**src/core/cam_ctrl_map.svh**
```systemverilog
`ifndef CAM_CTRL_MAP_SVH
`define CAM_CTRL_MAP_SVH

// Reset values and limits of the host-visible settings.
`define CAM_BANDWIDTH_RST   7'h64
`define CAM_BANDWIDTH_MIN   7'h01
`define CAM_BANDWIDTH_MAX   7'h64
`define CAM_DBIN_MIN        4'h1
`define CAM_DBIN_MAX        4'h8
`define CAM_HBIN_MIN        2'h1
`define CAM_HBIN_MAX        2'h2
`define CAM_COUNTER_MIN     10'h001
`define CAM_COUNTER_MAX     10'h3FF
`define CAM_COOLER_RST      1'b1
`define CAM_FAN_RST         1'b1

// Bit positions of the synchronised trigger pins.
`define CAM_PIN_ISOLATED    0
`define CAM_PIN_LINE_ZERO   1
`define CAM_PIN_LINE_ONE    2
`define CAM_PIN_COUNT       3

`endif

```
**src/core/cam_ctrl_pkg.sv**
```systemverilog
package cam_ctrl_pkg;

  typedef enum logic [2:0] {
    SRC_SOFTWARE  = 3'b000,
    SRC_ISOLATED  = 3'b001,
    SRC_LINE_ZERO = 3'b010,
    SRC_LINE_ONE  = 3'b011,
    SRC_COUNTER   = 3'b100,
    SRC_PULSE_GEN = 3'b101
  } trig_src_t;

  typedef enum logic [1:0] {
    STYLE_SINGLE   = 2'b00,
    STYLE_LOOP     = 2'b01,
    STYLE_MULTIPLE = 2'b10,
    STYLE_SEQUENCE = 2'b11
  } capture_style_t;

  typedef enum logic [1:0] {
    ST_IDLE   = 2'b00,
    ST_START  = 2'b01,
    ST_EXPOSE = 2'b10
  } cap_state_t;

endpackage

```
**src/core/camera_trigger_and_cooling_ctrl.sv**
```systemverilog
`timescale 1ns/100ps
`include "cam_ctrl_map.svh"

// How it works
// RULE1 - Exactly one acquisition mode at a time: free-running video or trigger.
// RULE2 - Trigger mode takes software commands or isolated, line zero, line one, counter, pulse generator.
// RULE3 - After the host opens the device it is in video mode until trigger is chosen.
// RULE4 - Video mode applies auto exposure, exposure target, exposure time and gain.
// RULE5 - Host sets a general line to input before choosing it as trigger source.
// RULE6 - Counter mode divides external trigger rate by a value from 1 to 1023.
// RULE7 - Counter fires once every N qualifying edges, then restarts from zero.
// RULE8 - Software trigger supports single, loop, multiple and sequence capture styles.
// RULE9 - One hardware trigger in sequence capture takes N frames with per-entry exposure and gain.
// RULE10 - Bandwidth limit settable from 1% to 100%, defaulting to 100%.
// RULE11 - Digital binning 1x1 to 8x8 sum or average; hardware binning 1x1 to 2x2 average.
// RULE12 - Cooler enabled by default and regulates toward the host target temperature.
// RULE13 - Fan has off and high; off also disables the cooler.
// RULE14 - Enabling the cooler switches the fan on.
// RULE15 - Switching the fan off disables the cooler.
module camera_trigger_and_cooling_ctrl
  import cam_ctrl_pkg::*;
#(
  parameter int SEQ_DEPTH = 16,
  parameter int EXP_W     = 24,
  parameter int GAIN_W    = 12,
  parameter int TEMP_W    = 12
)(
  input  wire logic                         sys_clk,
  input  wire logic                         resetn,
  input  wire logic                         host_open,
  input  wire logic                         trigger_mode_sel,
  input  wire logic [2:0]                   trigger_source,
  input  wire logic [1:0]                   capture_style,
  input  wire logic                         hw_sequence_en,
  input  wire logic [7:0]                   frame_count,
  input  wire logic                         sw_trigger,
  input  wire logic                         capture_stop,
  input  wire logic                         frame_done,
  input  wire logic                         isolated_in,
  input  wire logic                         general_line_zero_in,
  input  wire logic                         general_line_one_in,
  input  wire logic                         general_line_zero_is_input,
  input  wire logic                         general_line_one_is_input,
  input  wire logic                         pulse_gen_tick,
  input  wire logic [9:0]                   counter_value,
  input  wire logic                         seq_wr_en,
  input  wire logic [$clog2(SEQ_DEPTH)-1:0] seq_wr_index,
  input  wire logic [EXP_W-1:0]             seq_wr_exposure,
  input  wire logic [GAIN_W-1:0]            seq_wr_gain,
  input  wire logic [$clog2(SEQ_DEPTH)-1:0] seq_length,
  input  wire logic                         auto_exposure,
  input  wire logic [7:0]                   exposure_target,
  input  wire logic [EXP_W-1:0]             exposure_time,
  input  wire logic [GAIN_W-1:0]            gain,
  input  wire logic                         bandwidth_set,
  input  wire logic [6:0]                   bandwidth_pct,
  input  wire logic                         binning_set,
  input  wire logic [3:0]                   digital_bin,
  input  wire logic                         digital_bin_sum,
  input  wire logic [1:0]                   hardware_bin,
  input  wire logic                         cooler_set,
  input  wire logic                         cooler_value,
  input  wire logic                         fan_set,
  input  wire logic                         fan_value,
  input  wire logic [TEMP_W-1:0]            target_temp,
  output logic                              trigger_mode_q,
  output logic                              frame_start_q,
  output logic                              capture_busy_q,
  output logic [EXP_W-1:0]                  frame_exposure_q,
  output logic [GAIN_W-1:0]                 frame_gain_q,
  output logic                              auto_exposure_q,
  output logic [7:0]                        exposure_target_q,
  output logic [6:0]                        bandwidth_q,
  output logic [3:0]                        digital_bin_q,
  output logic                              digital_bin_sum_q,
  output logic [1:0]                        hardware_bin_q,
  output logic                              thermoelectric_cooler_on_q,
  output logic                              fan_high_q,
  output logic [TEMP_W-1:0]                 cooler_target_q
);

  localparam int IW = $clog2(SEQ_DEPTH);

  if (SEQ_DEPTH < 2 || EXP_W < 1 || GAIN_W < 1 || TEMP_W < 1)
  begin : g_bad_param
    $error("camera_trigger_and_cooling_ctrl: unsupported parameter values");
  end

  // Two-stage synchronisers for the trigger pins, plus a third stage for edges.
  logic [`CAM_PIN_COUNT-1:0] pin_raw;
  logic [`CAM_PIN_COUNT-1:0] pin_meta_q;
  logic [`CAM_PIN_COUNT-1:0] pin_sync_q;
  logic [`CAM_PIN_COUNT-1:0] pin_prev_q;
  logic [`CAM_PIN_COUNT-1:0] pin_rise;

  assign pin_raw[`CAM_PIN_ISOLATED]  = isolated_in;
  assign pin_raw[`CAM_PIN_LINE_ZERO] = general_line_zero_in;
  assign pin_raw[`CAM_PIN_LINE_ONE]  = general_line_one_in;

  for (genvar i = 0; i < `CAM_PIN_COUNT; i++)
  begin : g_sync
    always_ff @(posedge sys_clk)
    begin
      pin_meta_q[i] <= resetn ? pin_raw[i] : 1'b0;
      pin_sync_q[i] <= resetn ? pin_meta_q[i] : 1'b0;
      pin_prev_q[i] <= resetn ? pin_sync_q[i] : 1'b0;
    end
    assign pin_rise[i] = pin_sync_q[i] & ~pin_prev_q[i];
  end

  // Mode: opening forces video mode, trigger mode only on explicit selection.
  logic trigger_mode_d;
  assign trigger_mode_d = host_open ? 1'b0 : trigger_mode_sel;  // [RULE1] [RULE3]

  // Counter divides isolated-input edges; a value of zero is served as one.
  logic [9:0] counter_cnt_q;
  logic [9:0] counter_lim;
  logic       counter_edge;
  logic       counter_fire;
  assign counter_lim  = (counter_value < `CAM_COUNTER_MIN) ? `CAM_COUNTER_MIN : counter_value;  // [RULE6]
  assign counter_edge = pin_rise[`CAM_PIN_ISOLATED] && trigger_mode_q
                        && (trigger_source == SRC_COUNTER);
  assign counter_fire = counter_edge && (counter_cnt_q + 10'h001 >= counter_lim);  // [RULE7]

  // A general line only qualifies once the host has set it to input.
  logic hw_trigger;
  assign hw_trigger = trigger_mode_q && (
      (trigger_source == SRC_ISOLATED  && pin_rise[`CAM_PIN_ISOLATED])
    || (trigger_source == SRC_LINE_ZERO && general_line_zero_is_input
        && pin_rise[`CAM_PIN_LINE_ZERO])  // [RULE5]
    || (trigger_source == SRC_LINE_ONE  && general_line_one_is_input
        && pin_rise[`CAM_PIN_LINE_ONE])   // [RULE5]
    || (trigger_source == SRC_COUNTER   && counter_fire)
    || (trigger_source == SRC_PULSE_GEN && pulse_gen_tick));  // [RULE2]

  logic sw_go;
  assign sw_go = trigger_mode_q && (trigger_source == SRC_SOFTWARE) && sw_trigger;  // [RULE2]

  // Sequence table of exposure and gain per entry.
  logic [EXP_W-1:0]  seq_exp_mem  [SEQ_DEPTH];
  logic [GAIN_W-1:0] seq_gain_mem [SEQ_DEPTH];

  always_ff @(posedge sys_clk)
  begin
    if (seq_wr_en)
    begin
      seq_exp_mem[seq_wr_index]  <= seq_wr_exposure;
      seq_gain_mem[seq_wr_index] <= seq_wr_gain;
    end
  end

  // Capture sequencer.
  cap_state_t     state_q;
  cap_state_t     state_d;
  capture_style_t style_q;
  logic [7:0]     frames_left_q;
  logic [IW-1:0]  seq_idx_q;
  logic           use_table_q;
  logic           start_req;
  logic           hw_is_seq;
  logic           more_frames;
  logic [7:0]     burst_len;
  logic [IW-1:0]  seq_idx_next;

  assign start_req    = (state_q == ST_IDLE) && (sw_go || hw_trigger);
  assign hw_is_seq    = hw_sequence_en || (capture_style == STYLE_SEQUENCE);  // [RULE9]
  assign burst_len    = (frame_count == 8'h00) ? 8'h01 : frame_count;
  assign more_frames  = (style_q == STYLE_LOOP) ? !capture_stop : (frames_left_q > 8'h01);
  assign seq_idx_next = (seq_idx_q >= seq_length) ? '0 : IW'(seq_idx_q + 1'b1);

  always_comb
  begin
    state_d = state_q;
    unique case (state_q)
      ST_IDLE:   if (start_req) state_d = ST_START;
      ST_START:  state_d = ST_EXPOSE;
      ST_EXPOSE:
      begin
        if (!trigger_mode_q)
          state_d = ST_IDLE;
        else if (frame_done)
          state_d = more_frames ? ST_START : ST_IDLE;
      end
      default:   state_d = ST_IDLE;
    endcase
  end

  always_ff @(posedge sys_clk)
  begin
    if (!resetn)
    begin
      state_q        <= ST_IDLE;
      style_q        <= STYLE_SINGLE;
      frames_left_q  <= 8'h00;
      seq_idx_q      <= '0;
      use_table_q    <= 1'b0;
      trigger_mode_q <= 1'b0;
      counter_cnt_q  <= 10'h000;
      frame_start_q  <= 1'b0;
      capture_busy_q <= 1'b0;
    end
    else
    begin
      state_q        <= state_d;
      trigger_mode_q <= trigger_mode_d;
      frame_start_q  <= (state_q == ST_START);
      capture_busy_q <= (state_d != ST_IDLE);
      if (counter_edge)
        counter_cnt_q <= counter_fire ? 10'h000 : counter_cnt_q + 10'h001;  // [RULE7]
      else if (!trigger_mode_q || trigger_source != SRC_COUNTER)
        counter_cnt_q <= 10'h000;
      if (start_req && sw_go)
      begin
        style_q       <= capture_style_t'(capture_style);  // [RULE8]
        frames_left_q <= (capture_style == STYLE_SINGLE) ? 8'h01 : burst_len;
        use_table_q   <= (capture_style == STYLE_SEQUENCE);
      end
      else if (start_req)
      begin
        style_q       <= hw_is_seq ? STYLE_SEQUENCE : STYLE_SINGLE;
        frames_left_q <= hw_is_seq ? burst_len : 8'h01;  // [RULE9]
        use_table_q   <= hw_is_seq;
      end
      else if (state_q == ST_EXPOSE && frame_done && frames_left_q != 8'h00)
        frames_left_q <= frames_left_q - 8'h01;
      // The table index carries over between bursts so leftover entries run next time.
      if (state_q == ST_START && use_table_q)
        seq_idx_q <= seq_idx_next;  // [RULE9]
    end
  end

  // Per-frame exposure and gain; video mode uses the host settings directly.
  always_ff @(posedge sys_clk)
  begin
    if (!resetn)
    begin
      frame_exposure_q  <= '0;
      frame_gain_q      <= '0;
      auto_exposure_q   <= 1'b0;
      exposure_target_q <= 8'h00;
    end
    else if (!trigger_mode_q)
    begin
      frame_exposure_q  <= exposure_time;  // [RULE4]
      frame_gain_q      <= gain;
      auto_exposure_q   <= auto_exposure;
      exposure_target_q <= exposure_target;
    end
    else
    begin
      auto_exposure_q <= 1'b0;
      if (state_q == ST_START)
      begin
        frame_exposure_q <= use_table_q ? seq_exp_mem[seq_idx_q] : exposure_time;  // [RULE9]
        frame_gain_q     <= use_table_q ? seq_gain_mem[seq_idx_q] : gain;
      end
    end
  end

  // Bandwidth and binning: out-of-range writes are clamped rather than ignored.
  logic [6:0] bw_clamped;
  logic [3:0] dbin_clamped;
  logic [1:0] hbin_clamped;
  assign bw_clamped   = (bandwidth_pct < `CAM_BANDWIDTH_MIN) ? `CAM_BANDWIDTH_MIN :
                        (bandwidth_pct > `CAM_BANDWIDTH_MAX) ? `CAM_BANDWIDTH_MAX : bandwidth_pct;
  assign dbin_clamped = (digital_bin < `CAM_DBIN_MIN) ? `CAM_DBIN_MIN :
                        (digital_bin > `CAM_DBIN_MAX) ? `CAM_DBIN_MAX : digital_bin;
  assign hbin_clamped = (hardware_bin < `CAM_HBIN_MIN) ? `CAM_HBIN_MIN :
                        (hardware_bin > `CAM_HBIN_MAX) ? `CAM_HBIN_MAX : hardware_bin;

  always_ff @(posedge sys_clk)
  begin
    if (!resetn)
    begin
      bandwidth_q       <= `CAM_BANDWIDTH_RST;  // [RULE10]
      digital_bin_q     <= `CAM_DBIN_MIN;
      digital_bin_sum_q <= 1'b0;
      hardware_bin_q    <= `CAM_HBIN_MIN;
    end
    else
    begin
      if (bandwidth_set)
        bandwidth_q <= bw_clamped;  // [RULE10]
      if (binning_set)
      begin
        digital_bin_q     <= dbin_clamped;  // [RULE11]
        digital_bin_sum_q <= digital_bin_sum;
        hardware_bin_q    <= hbin_clamped;
      end
    end
  end

  // Cooler and fan interlock; a fan-off request wins over a cooler-on request.
  logic fan_off_req;
  logic cooler_on_req;
  assign fan_off_req   = fan_set && !fan_value;
  assign cooler_on_req = cooler_set && cooler_value;

  always_ff @(posedge sys_clk)
  begin
    if (!resetn)
    begin
      thermoelectric_cooler_on_q <= `CAM_COOLER_RST;  // [RULE12]
      fan_high_q                 <= `CAM_FAN_RST;
      cooler_target_q            <= '0;
    end
    else
    begin
      cooler_target_q <= target_temp;  // [RULE12]
      if (fan_off_req)
      begin
        fan_high_q                 <= 1'b0;  // [RULE13]
        thermoelectric_cooler_on_q <= 1'b0;  // [RULE15]
      end
      else if (cooler_on_req)
      begin
        thermoelectric_cooler_on_q <= 1'b1;
        fan_high_q                 <= 1'b1;  // [RULE14]
      end
      else
      begin
        if (cooler_set)
          thermoelectric_cooler_on_q <= 1'b0;
        if (fan_set)
          fan_high_q <= 1'b1;
      end
    end
  end

endmodule

```
**config.mk**
```make
export PLATFORM = sky130hd
export DESIGN_NAME = camera_trigger_and_cooling_ctrl
export DESIGN_NICKNAME = d
export VERILOG_FILES = /design/src/core/cam_ctrl_pkg.sv /design/src/core/camera_trigger_and_cooling_ctrl.sv
export VERILOG_INCLUDE_DIRS = /design/src /design/src/core
export SDC_FILE = /design/constraint.sdc
export NUM_CORES = 1
export LEC_CHECK = 0
export BUFFER_PORTS_ARGS = -buffer_cell sky130_fd_sc_hd__buf_2
export CAP_MARGIN = 20
export CORE_MARGIN = 2
export CORE_UTILIZATION = 40
export DETAILED_ROUTE_END_ITERATION = 16
export HOLD_SLACK_MARGIN = 0.06
export SYNTH_ARGS = -nofsm -noshare
export SYNTH_HDL_FRONTEND = slang
export SYNTH_SLANG_ARGS = --single-unit
```
**constraint.sdc**
```tcl
create_clock -name sys_clk -period 6.52 [get_ports sys_clk]
set_input_delay 0.978 -clock sys_clk [delete_from_list [all_inputs] [get_ports sys_clk]]
set_output_delay 0.978 -clock sys_clk [all_outputs]
set_load 0.01 [all_outputs]
```
==> results.tsv <==
stage	metric	value	unit
run_status	status	finished, final reports clean	
placed_design	portBuffers	233	
layout	drive_above_1_share	32.36	%
layout	fillers	5585	
synth	yosysMostFrequentCell	edfxtp_1	
detailed_routing	drc_errors	0	
detailed_routing	dr.pass1.iters	7	
global_route	antenna_found_initial	6	
synth	ys_ff_latch	692	
floorplanning	die_y	262.9	um
floorplanning	fp.dieArea	69120	um^2
sta	fmax	0.2769	GHz
global_route	grt_pass1_vias	14720	
sta	rsz0062_at_grt	false	
global_route	grt_max_degree	109	
placed_design	dpl_cell_area	29020	um^2
pwr	power.density	293.7	nW/um^2
synth	yosysUniqueCellTypes	54	
critical_path	required	7.01	ns
clock_network	cts_root_buffer	clkbuf_16	
layout	fin_area	31340	um^2
synth	ys.warnings.count	0	
synth	synth_fp_nets	1608	
clock_network	cts.reportedPaths.clkPinSlew	0.06	ns
placed_design	dp_hpwl	32.36	mm
global_route	grt_pass1_wl	91.91	mm
placed_design	place.gp.congestion	0.8246	
floorplanning	initial_core_util	40.57	%
synth	yosysSeqAreaShare	73.17	%
clock_network	cts_tree	yes	
synth	avgSynthCellArea	18.74	um^2
sta	period_needed	3.611	ns
sta	maxSlewViolCount	0	
synth	synth-async-reset-ratio	0	%
synth	synth_top_area_cell	edfxtp_1	
detailed_routing	viasPerCell	5.398	
layout	area_growth	16.88	%
clock_network	clock_sinks	692	
pwr	p_leak	10.47	nW
sta	fin_crit_sh	55.38	%
synth	synth_cells	1431	
detailed_routing	vias	14100	
layout	layout.nets	1868	
clock_network	cts_max_level	3	
critical_path	critical_path_class	flop to flop	
clock_network	cts_hold_buffers	0	
sta	finalHoldViolations	0	
synth	post_synth_instance_area	26810	um^2
synth	synth_top_area_share	64.51	%
synth	ys.flop_type	edfxtp_1	
run	maxCapViolCount	0	
layout	multiInputGateArea	6868	um^2
clock_network	clk_latency	0.61	ns
clock_network	cts.path.max_buffers	3	
detailed_routing	routed_wl	61.65	mm
floorplanning	rows	94	
sta	tns	0	ns
critical_path	cp_data_arrival_time	4.10	ns
sta	whs	0.4347	ns
min_path	holdCritPathClass	flop to flop	
critical_path	cp_max_fo	14	
global_route	overflow	0	
floorplanning	dieWidth	262.9	um
critical_path	crit_path_end_kind	flop	
clock_network	postCtsResizedCells	0	
sta	slew_headroom	31.89	%
global_route	grt_util_all_layers	17.90	%
synth	synthTopCellsByArea	edfxtp_1, mux4_2, dfxtp_1	
sta	setup_violations	0	
clock_network	cts_made_buffers	74	
synth	synth_common_cells	edfxtp_1, mux4_2, dfxtp_1, nand2_1, o21ai_0	
floorplanning	core	66100	um^2
clock_network	cts_setup_buffers	0	
pwr	finalPower	9.204	mW
detailed_routing	antenna_left	0	
floorplanning	top_level_ports	235	
critical_path	startpoint_type	flop	
sta	skew	0.01584	ns
sta	tightest_slew	1.022	ns
layout	seq_area	19630	um^2
detailed_routing	drt_iter0_drc	970	
synth	synth_edf_count	576	
detailed_routing	avgRoutedWirePerCell	23.60	um
pwr	max-vdd-ir-drop	0.1788	mV
[state kept, by name (all words and copies together) (netlist names), 2 cells and up, named ones only]
name	flops
seq_idx_q	4
seq_exp_mem	384
cooler_target_q	12
style_q	2
counter_cnt_q	10
pin_prev_q	3
seq_gain_mem	192
frames_left_q	8
digital_bin_q	4
pin_meta_q	3
pin_sync_q	3
bandwidth_q	7
frame_gain_q	12
hardware_bin_q	2
frame_exposure_q	24
exposure_target_q	8
state_q	2
[layout make-up]
cell class	instances	share of cell area, %
clock inverters	35	0.8903
diodes	2	0.01597
inverters	22	0.2635
multi-input cells	643	21.91
well taps	864	3.449
flip-flops and latches	692	62.65
clock buffers	96	6.436
repair buffers	258	4.384
[layer usage]
metal  wire [um]  global-route usage [%]
met1       25110                   22.45
met2       31910                   31.87
met3        3562                   3.392
met4        1028                   4.695
met5          30                       0
[placed cells by master, fill, tap and decap left out, drive strengths merged, types with 5 or more instances in the layout]
cell and count:
xor2 8, clkinv 27, edfxtp 576, and3 6, nand2 98, o21ai 60
a21oi 25, mux2i 14, nand3b 11, nor3 10, nand2b 13, xnor2 7
mux4 180, a21o 5, ha 18, nor2 49, a31oi 47, inv 24
nand3 21, dfxtp 116, and2 25, a211oi 5, buf 258, clkbuf 96
[power by group]
part | switching (mW) | internal (mW) | total (mW)
sequential | 0.0288 | 4.89 | 4.92
combinational | 0.195 | 0.121 | 0.316
clock | 1.66 | 2.30 | 3.97
total | 1.89 | 7.32 | 9.20
[logic make-up after synthesis]
logic type / count (synthesis) / share of synthesized area (%)
compound gates: 164 / 3.663
xor+xnor: 15 / 0.4900
fa+ha+maj: 18 / 0.8400
buf+inv: 96 / 1.652
flops: 692 / 73.17
mux: 194 / 15.64
simple gates: 252 / 4.545
[critical path, cell delays in order, from the launching register on]
cell and delay [ns]:
dfxtp_1 0.41, and3_1 0.28, and3_1 0.25, and3_1 0.26, nand3_1 0.11, xnor2_1 0.16
ha_1 0.31, nand4_1 0.12, or3_1 0.46, a21o_1 0.26, nand3_1 0.42, o21ai_0 0.22
o221a_1 0.25
[path summary, 6_finish.rpt]
kind | start | depth (start not counted) | endpoint | slack [ns]
max | counter_cnt_q[0]$_SDFFE_PN0P_ | 12 | frames_left_q[7]$_SDFFE_PN0P_ | 2.91
min | pin_meta_q[0]$_SDFF_PN0_ | 1 | pin_sync_q[0]$_SDFF_PN0_ | 0.43
max reg2reg | counter_cnt_q[0]$_SDFFE_PN0P_ | 12 | frames_left_q[7]$_SDFFE_PN0P_ | 2.91
min reg2reg | pin_meta_q[0]$_SDFF_PN0_ | 1 | pin_sync_q[0]$_SDFF_PN0_ | 0.43
[metrics by stage]
stage,setup WS [ns],util [%],instances
3_5_place_dp,2.938,43.91,2478
6_report,2.909,47.41,2612
4_1_cts,2.943,47.38,2609
3_3_place_gp,2.959,43.91,2478
5_1_grt,2.729,47.41,2610
2_1_floorplan,2.081,-,1431
Power figures use the tool's default switching activity.
